[src/hw/bcs_regs.vh]
// Register offsets, fields, reset values and timing constants of the bypass sequencer
`ifndef BCS_REGS_VH
`define BCS_REGS_VH

// ****************************************
// Register offsets (byte addresses)
// ****************************************
`define BCS_CTRL_OFS        12'h000
`define BCS_TIME_OFS        12'h004
`define BCS_INSEL_OFS       12'h008
`define BCS_STATUS_OFS      12'h00c

// ****************************************
// Control register fields
// ****************************************
`define BCS_CTRL_FAULT_EN   0
`define BCS_CTRL_FIRE_EN    1
`define BCS_CTRL_FIRE_LOGIC 2
`define BCS_CTRL_SPIN_START 3
`define BCS_CTRL_RST        4'h0

// ****************************************
// Input select fields (0 means unassigned)
// ****************************************
`define BCS_INSEL_FIRE_LSB  0
`define BCS_INSEL_TRIG_LSB  4
`define BCS_INSEL_W         4
`define BCS_INSEL_RST       8'h00

// ****************************************
// Changeover time, unit 100 ms
// ****************************************
`define BCS_TIME_RST        16'h0014
`define BCS_TICK_NS         100000000
`define BCS_CLK_NS          20
`define BCS_TICK_CYC        (`BCS_TICK_NS / `BCS_CLK_NS)

`endif

[src/hw/bcs_sync.v]
// Three-stage input synchroniser with agreement filter
`timescale 1ns/100ps
`default_nettype none

module bcs_sync #(
  parameter W = 8
) (
  // Clock and reset
  input  wire         pclk,
  input  wire         presetn,
  // Data
  input  wire [W-1:0] async_in,
  output reg  [W-1:0] sync_out
);

  reg [W-1:0] s1_q;
  reg [W-1:0] s2_q;
  reg [W-1:0] s3_q;

  // Output only changes when the second and third stage agree
  always @(posedge pclk or negedge presetn) begin
    if (!presetn) begin
      s1_q     <= {W{1'b0}};
      s2_q     <= {W{1'b0}};
      s3_q     <= {W{1'b0}};
      sync_out <= {W{1'b0}};
    end else begin
      s1_q <= async_in;
      s2_q <= s1_q;
      s3_q <= s2_q;
      sync_out <= (s2_q & s3_q) | (sync_out & (s2_q | s3_q));
    end
  end

endmodule
`default_nettype wire

[src/hw/bcs_timer.v]
// Changeover dead-time timer: prescaler tick and down counter
`timescale 1ns/100ps
`default_nettype none

module bcs_timer #(
  parameter TICK_CYC = 5000000,
  parameter TW       = 16
) (
  // Clock and reset
  input  wire          pclk,
  input  wire          presetn,
  // Control
  input  wire          start,
  input  wire [TW-1:0] load_val,
  output reg           done
);

  reg [31:0]   pre_q;
  reg [TW-1:0] cnt_q;
  reg          run_q;

  // Done pulses once when the programmed number of ticks has elapsed
  always @(posedge pclk or negedge presetn) begin
    if (!presetn) begin
      pre_q <= 32'h0;
      cnt_q <= {TW{1'b0}};
      run_q <= 1'b0;
      done  <= 1'b0;
    end else begin
      done <= 1'b0;
      if (start) begin
        pre_q <= 32'h0;
        cnt_q <= load_val;
        run_q <= 1'b1;
      end else if (run_q) begin
        if (cnt_q == {TW{1'b0}}) begin
          run_q <= 1'b0;
          done  <= 1'b1;
        end else if (pre_q == TICK_CYC - 1) begin
          pre_q <= 32'h0;
          cnt_q <= cnt_q - {{(TW-1){1'b0}}, 1'b1};
        end else begin
          pre_q <= pre_q + 32'h1;
        end
      end
    end
  end

endmodule
`default_nettype wire

[src/hw/bcs_top.v]
// Bypass contactor sequencer with APB register slave
`timescale 1ns/100ps
`default_nettype none
`include "bcs_regs.vh"

module bcs_top #(
  parameter NDI      = 8,
  parameter TICK_CYC = `BCS_TICK_CYC
) (
  // APB
  input  wire          pclk,
  input  wire          presetn,
  input  wire          psel,
  input  wire          penable,
  input  wire          pwrite,
  input  wire [11:0]   paddr,
  input  wire [31:0]   pwdata,
  output reg  [31:0]   prdata,
  output reg           pready,
  output reg           pslverr,
  // Drive inputs
  input  wire [NDI-1:0] din,
  input  wire          run_enable,
  input  wire          drive_trip,
  // Outputs
  output reg           relay_bypass,
  output reg           relay_drive,
  output reg           drive_output_en,
  output reg           bypass_active
);

  // ****************************************
  // States
  // ****************************************
  localparam [2:0] ST_DRIVE    = 3'd0;
  localparam [2:0] ST_TO_BYP   = 3'd1;
  localparam [2:0] ST_BYPASS   = 3'd2;
  localparam [2:0] ST_TO_DRV   = 3'd3;
  localparam [2:0] ST_OFF      = 3'd4;
  localparam [2:0] ST_OFF_WAIT = 3'd5;

  localparam [1:0] SRC_NONE  = 2'd0;
  localparam [1:0] SRC_FAULT = 2'd1;
  localparam [1:0] SRC_FIRE  = 2'd2;
  localparam [1:0] SRC_TRIG  = 2'd3;

  // Selects digital input by number; zero or out of range reads low, but only zero counts as unassigned
  function sel_in;
    input [NDI-1:0]       v;
    input [`BCS_INSEL_W-1:0] s;
    integer i;
    begin
      sel_in = 1'b0;
      for (i = 1; i <= NDI; i = i + 1) begin
        if (s == i[`BCS_INSEL_W-1:0]) begin
          sel_in = v[i-1];
        end
      end
    end
  endfunction

  // ****************************************
  // Registers
  // ****************************************
  reg  [3:0]  ctrl_q;
  reg  [15:0] time_q;
  reg  [7:0]  insel_q;
  reg  [2:0]  st_q;
  reg  [2:0]  st_d;
  reg  [1:0]  src_q;
  reg  [1:0]  src_d;
  reg         tmr_start;
  reg         byp_seen_q;

  wire [NDI+1:0] sync_v;
  wire           tmr_done;

  bcs_sync #(
    .W(NDI + 2)
  ) u_sync (
    .pclk    (pclk),
    .presetn (presetn),
    .async_in({drive_trip, run_enable, din}),
    .sync_out(sync_v)
  );

  bcs_timer #(
    .TICK_CYC(TICK_CYC),
    .TW      (16)
  ) u_tmr (
    .pclk    (pclk),
    .presetn (presetn),
    .start   (tmr_start),
    .load_val(time_q),
    .done    (tmr_done)
  );

  wire [`BCS_INSEL_W-1:0] fire_sel = insel_q[`BCS_INSEL_FIRE_LSB +: `BCS_INSEL_W];
  wire [`BCS_INSEL_W-1:0] trig_sel = insel_q[`BCS_INSEL_TRIG_LSB +: `BCS_INSEL_W];
  wire en_s   = sync_v[NDI];
  wire trip_s = sync_v[NDI+1];
  wire fire_raw = sel_in(sync_v[NDI-1:0], fire_sel);

  wire fire_act = ctrl_q[`BCS_CTRL_FIRE_LOGIC] ? fire_raw : ~fire_raw;
  wire fault_c = ctrl_q[`BCS_CTRL_FAULT_EN] & trip_s;
  wire fire_c  = ctrl_q[`BCS_CTRL_FIRE_EN] & (fire_sel != 4'h0) & fire_act;
  wire trig_c  = (trig_sel != 4'h0) & sel_in(sync_v[NDI-1:0], trig_sel);

  // After a fault release go to idle-off until re-enable, else to drive
  function [2:0] off_hold;
    input [1:0] s;
    begin
      off_hold = (s == SRC_FAULT) ? ST_OFF : ST_DRIVE;
    end
  endfunction

  // ****************************************
  // Sequencer
  // ****************************************
  always @* begin
    st_d      = st_q;
    src_d     = src_q;
    tmr_start = 1'b0;
    case (st_q)
      ST_DRIVE: begin
        // any source acts, trigger only with run enable; fire has priority
        if (fire_c) begin
          st_d = ST_TO_BYP;
          src_d = SRC_FIRE;
          tmr_start = 1'b1;
        end else if (trig_c && en_s) begin
          st_d = ST_TO_BYP;
          src_d = SRC_TRIG;
          tmr_start = 1'b1;
        end else if (fault_c) begin
          st_d = ST_TO_BYP;
          src_d = SRC_FAULT;
          tmr_start = 1'b1;
        end else if (!en_s && trig_sel != 4'h0) begin
          st_d = ST_OFF;
          src_d = SRC_NONE;
        end
      end
      ST_TO_BYP: begin
        if (tmr_done) begin
          st_d = ST_BYPASS;
        end
      end
      ST_BYPASS: begin
        case (src_q)
          SRC_FAULT: if (!en_s) begin
            st_d = ST_OFF_WAIT;
            tmr_start = 1'b1;
          end
          SRC_FIRE: if (!fire_c) begin
            st_d = ST_TO_DRV;
            tmr_start = 1'b1;
          end
          SRC_TRIG: if (fire_c) begin
            src_d = SRC_FIRE;
          end else if (!en_s) begin
            st_d = ST_OFF;
          end else if (!trig_c) begin
            st_d = ST_TO_DRV;
            tmr_start = 1'b1;
          end
          // Unknown source: fall back to drive through a full dead time
          default: begin
            st_d = ST_TO_DRV;
            tmr_start = 1'b1;
          end
        endcase
      end
      ST_TO_DRV: begin
        if (tmr_done) begin
          st_d = ST_DRIVE;
          src_d = SRC_NONE;
        end
      end
      ST_OFF: begin
        if (fire_c) begin
          st_d = ST_TO_BYP;
          src_d = SRC_FIRE;
          tmr_start = 1'b1;
        end else if (en_s) begin
          st_d = ST_OFF_WAIT;
          src_d = trig_c ? SRC_TRIG : SRC_NONE;
          tmr_start = 1'b1;
        end
      end
      ST_OFF_WAIT: begin
        // Dead time before closing whichever contactor comes next
        if (tmr_done) begin
          st_d = (src_q == SRC_TRIG) ? ST_BYPASS : off_hold(src_q);
        end
      end
      default: begin
        st_d = ST_OFF;
        src_d = SRC_NONE;
      end
    endcase
  end

  // Reset lands in all-off state so no relay is on before dead time
  always @(posedge pclk or negedge presetn) begin
    if (!presetn) begin
      st_q  <= ST_OFF;
      src_q <= SRC_NONE;
      byp_seen_q <= 1'b0;
    end else begin
      st_q  <= st_d;
      src_q <= ((st_q == ST_OFF_WAIT) && tmr_done && (src_q == SRC_FAULT)) ? SRC_NONE : src_d;
      byp_seen_q <= (st_d == ST_BYPASS) | byp_seen_q & (st_d != ST_DRIVE);
    end
  end

  // ****************************************
  // Outputs
  // ****************************************
  always @(posedge pclk or negedge presetn) begin
    if (!presetn) begin
      relay_bypass    <= 1'b0;
      relay_drive     <= 1'b0;
      drive_output_en <= 1'b0;
      bypass_active   <= 1'b0;
    end else begin
      relay_bypass    <= (st_d == ST_BYPASS);
      relay_drive     <= (st_d == ST_DRIVE);
      // output off outside drive state; trip also
      drive_output_en <= (st_d == ST_DRIVE) & en_s & ~trip_s;
      // indication
      // Dead time on the way back into trigger bypass counts as bypass too
      bypass_active   <= (st_d == ST_TO_BYP) | (st_d == ST_BYPASS) |
                         ((st_d == ST_OFF_WAIT) & (src_d == SRC_TRIG));
    end
  end

  // ****************************************
  // APB slave, zero wait states
  // ****************************************
  wire wr = psel & penable & pwrite;

  always @(posedge pclk or negedge presetn) begin
    if (!presetn) begin
      ctrl_q  <= `BCS_CTRL_RST;
      time_q  <= `BCS_TIME_RST;
      insel_q <= `BCS_INSEL_RST;
      prdata  <= 32'h0;
      pready  <= 1'b0;
      pslverr <= 1'b0;
    end else begin
      pready  <= psel & ~penable;
      pslverr <= psel & ~penable & (paddr > `BCS_STATUS_OFS);
      if (wr && pready) begin
        case (paddr)
          `BCS_CTRL_OFS:  ctrl_q  <= pwdata[3:0];
          `BCS_TIME_OFS:  time_q  <= pwdata[15:0];
          `BCS_INSEL_OFS: insel_q <= pwdata[7:0];
          default: ;
        endcase
      end
      if (psel && !penable) begin
        case (paddr)
          `BCS_CTRL_OFS:   prdata <= {28'h0, ctrl_q};
          `BCS_TIME_OFS:   prdata <= {16'h0, time_q};
          `BCS_INSEL_OFS:  prdata <= {24'h0, insel_q};
          `BCS_STATUS_OFS: prdata <= {23'h0, byp_seen_q, src_q, st_q, relay_drive,
                                      relay_bypass, bypass_active};
          default:         prdata <= 32'h0;
        endcase
      end
    end
  end

endmodule
`default_nettype wire

[config.mk]
export PLATFORM = sky130hd
export DESIGN_NAME = bcs_top
export DESIGN_NICKNAME = d
export VERILOG_FILES = /design/src/hw/bcs_sync.v /design/src/hw/bcs_timer.v /design/src/hw/bcs_top.v
export VERILOG_INCLUDE_DIRS = /design/src /design/src/hw
export SDC_FILE = /design/constraint.sdc
export NUM_CORES = 1
export LEC_CHECK = 0
export ABC_AREA = 1
export BUFFER_PORTS_ARGS = -buffer_cell sky130_fd_sc_hd__buf_2
export CORE_UTILIZATION = 55
export DETAILED_ROUTE_END_ITERATION = 8
export PLACE_DENSITY = 0.76
export RECOVER_POWER = 50
export SLEW_MARGIN = 20
export SYNTH_ARGS = -nofsm -noshare
export SYNTH_HDL_FRONTEND = slang
export SYNTH_HIERARCHICAL = 1
export SYNTH_SLANG_ARGS = --single-unit
[constraint.sdc]
create_clock -name pclk -period 6.18 [get_ports pclk]
set_input_delay 0 -clock pclk [delete_from_list [all_inputs] [get_ports pclk]]
set_output_delay 0 -clock pclk [all_outputs]
set_load 0.005 [all_outputs]
---- Word level (Yosys, flattened, before mapping) ----
Cells that the tools add are included.
storage, ports and cells
  register bits ........................... 162
  input port bits ......................... 59
  word-level logic and storage cells ...... 176
operators by class
  add/subtract/negate cells ............... 2
  $lt $le $gt $ge ......................... 1
  equal/unequal tests ..................... 33
  multiplexer cells ....................... 74
  bitwise operators ....................... 22
  reductions and logical operators ........ 23
operators by type and width
  kind                   number
  $mux 32                4
  $mux 16                4
  $pmux 16 s4            1
  $mux 3                 16
  $mux 1                 33
  $add 32x1->32 const B  1
  $eq 32x23->1 const B   1
  $eq 4x3->1 const B     8
  $eq 12x4->1 const B    2
  $mux 2                 11
  $and 10x10->10         2
  $or 10x10->10          2
  $pmux 3 s6             1
  $eq 4x2->1 const B     4
  $logic_not 16->1       1
  $sub 16x1->16 const B  1
  $and 1x1->1            12
  $eq 12x3->1 const B    1
  $gt 12x4->1 const B    1
  $logic_not 12->1       1
  $pmux 2 s5             1
  $eq 3x2->1 const B     3
  $eq 3x3->1 const B     3
  $pmux 3 s3             1
  18 further kinds       40

---- Logic depth before layout (Yosys ltp) ----
  depth after elaboration ................. 18
  gate-level depth with buffers ........... 22
  depth with buffers taken out ............ 21

---- By module ----
The synthesis kept the hierarchy.
by module, submodules not included
  module     instances  cells an instance  area each (um^2)  seq. area each (um^2)
  bcs_timer  1          574                3,533.4           1,251.2
  bcs_top    1          379                3,012.9           1,405.1
  bcs_sync   1          80                 1,163.6           1,001.0

---- Least setup slack after synthesis ----
No wires, ideal clock.
  path type ............................... register -> register
  start point ............................. register insel_q[0]
  end point ............................... register u_tmr.cnt_q[14]
  arrival ................................. 2.141 ns
  required time ........................... 6.064 ns
  slack ................................... 3.923 ns
  cell stages (with the launch flop) ...... 21
  cells stage by stage .................... dfrtp_1 > inv_2 > nand2_1 > nand3_1 > nand2_1 > nand2_1 > nand3_1 > nand3_1 > nand3_2 > nand2_1 > nand2_1 > nand3_1 > buf_2 > inv_1 > buf_2 > nand2_2 > nand2_2 > buf_6 > buf_6 > nand2_1 > nand2_1
on the way
  cells in the longest elaborated chain, start to end .. 17
RTL lines
  item                                                       line                          source
  from (decl)                                                bcs_top.v:67                  reg [7:0] insel_q;
  from (signal assigned)                                     bcs_top.v:247                 insel_q <= `BCS_INSEL_RST;
  from (signal assigned)                                     bcs_top.v:258                 `BCS_INSEL_OFS: insel_q <= pwdata[7:0];
  $eq 4x1->1                                                 bcs_top.v:55                  if (s == i[`BCS_INSEL_W-1:0]) begin
  $mux 1 (8 in a row)                                        bcs_top.v:55
  $not 1->1                                                  bcs_top.v:104                 wire fire_act = ctrl_q[`BCS_CTRL_FIRE_LOGIC] ? fire_raw : ~fire_raw;
  $mux 1                                                     bcs_top.v:104
  $and 1x1->1 (*)                                            bcs_top.v:106                 wire fire_c = ctrl_q[`BCS_CTRL_FIRE_EN] & (fire_sel != 4'h0) & fire_act;
  $mux 1 (on tied branches)                                  bcs_top.v:159, bcs_top.v:155
  $pmux 1 s3                                                 bcs_top.v:150                 case (src_q)
  $pmux 1 s3 (*)                                             bcs_top.v:124                 case (st_q)
  net tmr_start                                              bcs_top.v:72                  reg tmr_start;
  $ne 2x2->1 (no line) or $reduce_bool 2->1 (tied branches)  -
  $reduce_and 3->1 (no line)                                 -
  to (signal assigned)                                       bcs_timer.v:26                cnt_q <= {TW{1'b0}};
  to (signal assigned)                                       bcs_timer.v:33                cnt_q <= load_val;
  to (signal assigned)                                       bcs_timer.v:41                cnt_q <= cnt_q - {{(TW-1){1'b0}}, 1'b1};
  to (decl)                                                  bcs_timer.v:19                reg [TW-1:0] cnt_q;
The timed path passes the listed nets; every way through them passes the cells marked *.
A chain may end at the register's enable or synchronous reset.

==> out/results.ini <==
[run_status]
outcome=finished, violations left
violations=capacitance limit, slew limit

[yosys]
synth_xor_area_share_pct=0.909
synth_compound_area_share_pct=7.90
synth-edff-count=0
syn_area_mm2=0.00771
synth_ff_type=dfrtp_1
synth.distinct_cells=47
synth_top_area_cell=dfrtp_1
synth_top_area_share_pct=46.4
seq_area_frac_synth_pct=47.4
yosys.area_share.simple_pct=33.2
yosysWarnings=6
synthCells=1033
synthTopCellsByCount=nand2_1 (359), dfrtp_1 (143), nor2_1 (129)
synth_fa_ha_area_share_pct=0.325
synthArstFlopShare_pct=100
ys_seq_elements=146
ys_top_cells_by_area=dfrtp_1 (46%), nand2_1 (17%), nor2_1 (6.3%)
synth_mux_area_share_pct=1.75
avgSynthCellArea_um2=7.46
synth.most_common_cell=nand2_1
synth_top_family_by_area=simple AND/OR/NAND/NOR gates

[setup_path]
cp_top_family=buffers and inverters
crit_slowest_cell=clkbuf_1
slowest_delay_ps=2410
worst-path-stages=3
critPathLaunchType=primary input
cp_cell_sequence=dlygate4sd3_1 > buf_6 > clkbuf_1
rr_worst_depth=21
critPathCaptureType=asynchronous set/reset pin
worstSetupPathType=in2async
worstPathMaxFanout=83
cp.required_ps=5960
cp.arrival_ps=3620
crit_buf_inv=3

[floorplan]
die_h_um=120
start_util_pct=57.3
row_count=42
io_pins=97
coreArea_mm2=0.0135
dieWidth_um=120
die-area_mm2=0.0145

[global_routing]
grt_pass1_wl_um=30800
grtUsageMet1_pct=36.4
met2_usage_pct=44.3
top_usage_layer=met2
overflow=0
grt_max_degree=84
gr-usage-met3_pct=6.23
grt_antenna_before_repair=0
grt_use_total_pct=27.3
grt_pass1_vias=6439

[clocking]
ctsHoldBuffers=31
htreeDepth=4
cts_resized=0
cts_tree=yes
ctsRootBufferMaster=clkbuf_16
clk_latency_ps=420
clock_tree.buffer_depth=2
cts_sinks=146
cts_made_buffers=17
postCtsSetupBuffers=0
clk_pin_slew_ps=70

[place]
dpl_cell_area_mm2=0.00809
portBuffers=64
place_congestion=0.918
dp_hpwl_um=12700

[timing]
fin_crit_ps=3840
rsz0062_at_grt=false
fmax_ghz=0.260
slew_headroom_pct=-123
hold_viol=0
maxSlewViolCount=65
finalCritPeriodShare_pct=62.2
setup_tns_ps=0
finalClockSkew_ps=9.16
finalSetupViolCount=0
worst_pin_slew_ps=3340

[detailed_routing]
num_vias=6881
drc_errors=0
wl_per_cell_um=14.2
ant_nets=0
first_iter_violations=643
dr.pass1.iters=5
wirelength_um=18600
vias_per_cell=5.23

[final_layout]
area_growth_pct=16.3
final_cell_area_mm2=0.00896
nNetsFinal=1188
drive_above_1_share_pct=10.6
n_antenna_cell=0

[power_and_ir_drop]
p_per_area_mw_per_mm2=247
ir_drop_v=0.000328
leakage_nw=4.52

[run]
maxCapViolations=1

[worst_hold_path]
hold_path_depth=5
hold_path_class=in2reg

==> per-stage QoR <==
stage / setup slack [ps] / std cells / hold WS [ps] / utilization (%) / total power, mW
2_1_floorplan: 3920 / 1048 / -296 / - / 1.10
3_3_place_gp: 2820 / 1253 / 108 / 60.1 / 1.15
3_5_place_dp: 2760 / 1253 / 104 / 60.1 / 1.15
4_1_cts: 2740 / 1316 / 44.5 / 67.0 / 2.23
5_1_grt: 1340 / 1316 / 71.1 / 66.6 / 2.30
6_report: 2340 / 1316 / 58.9 / 66.6 / 2.21
==> worst paths after layout <==
| path | start | end | slack [ps] |
|---|---|---|---|
| worst max-delay path | presetn | src_q[1]$_DFF_PN0_ | 2340 |
| worst min-delay path | paddr[4] | prdata[11]$_DFFE_PN0P_ | 60 |
| worst max register to register | insel_q[0]$_DFFE_PN0P_ | u_tmr/pre_q[22]$_DFFE_PN0P_ | 2710 |
| worst min register to register | u_sync/s1_q[2]$_DFF_PN0_ | u_sync/s2_q[2]$_DFF_PN0_ | 350 |
| max in group pclk | insel_q[0]$_DFFE_PN0P_ | u_tmr/pre_q[22]$_DFFE_PN0P_ | 2710 |
| min in group asynchronous | presetn | u_tmr/pre_q[25]$_DFFE_PN0P_ | 200 |
==> metal layers <==
layer	share of wire (%)	vias to the layer above
li1	-	3435
met1	45	3244
met2	49	176
met3	4.3	26
met4	1.6	0
met5	0	-
==> final cells by class <==
cell class | count | area (um^2)
clock buffer | 17 | 425
clock inverter | 15 | 184
fill | 1177 | 4490
inverter | 106 | 398
multi-input combinational | 757 | 3440
sequential | 146 | 3660
tap | 176 | 220
timing repair buffer | 99 | 643
==> layout by cell type (no fill, tap or decap), types with 6 or more instances in the layout <==
cell	n
a21oi_1	23
buf_2	50
clkbuf_1	15
clkbuf_16	17
conb_1	16
dfrtp_1	143
dlygate4sd3_1	31
inv_1	104
inv_6	6
nand2_1	359
nand2_2	8
nand3_1	80
nand4_1	9
nor2_1	129
nor3_1	6
o21ai_0	59
xor2_1	6
==> where the power goes <==
group | switching, mW | internal, mW | leakage [nW]
Sequential | 0.0243 | 0.984 | 1.93
Combinational | 0.0881 | 0.0514 | 2.29
Clock | 0.452 | 0.615 | 0.302
==> worst reg2reg max path: stages (launching register included) <==
cell and delay [ps]:
dfrtp_1 440, inv_2 120, nand2_1 60, nand3_1 60, nand2_1 50, nand2_1 50
nand3_1 90, nand3_1 120, nand4_1 180, nand3_1 160, nand3_1 90, buf_4 220
inv_1 110, buf_4 390, nand2_1 100, nor2_1 100, nand3_1 170, nand2_2 520
nor2_1 140, nand2_1 90, nand2_1 50, nor2_1 100
==> state kept, by name (all words and copies together), names as in the netlist, 2 cells and up <==
register,cells
u_sync/s3_q,10
time_q,16
u_tmr/pre_q,32
src_q,2
u_sync/s2_q,10
u_sync/sync_out,10
u_sync/s1_q,10
st_q,3
u_tmr/cnt_q,16
ctrl_q,4
prdata,16
insel_q,8
==> logic make-up after synthesis <==
logic type | Yosys count
other cells | 1
fa+ha+maj | 2
buf+inv | 145
flops | 146
xor+xnor | 8
compound gates | 109
simple gates | 611
mux | 11
(Power assumes the default switching activity.)
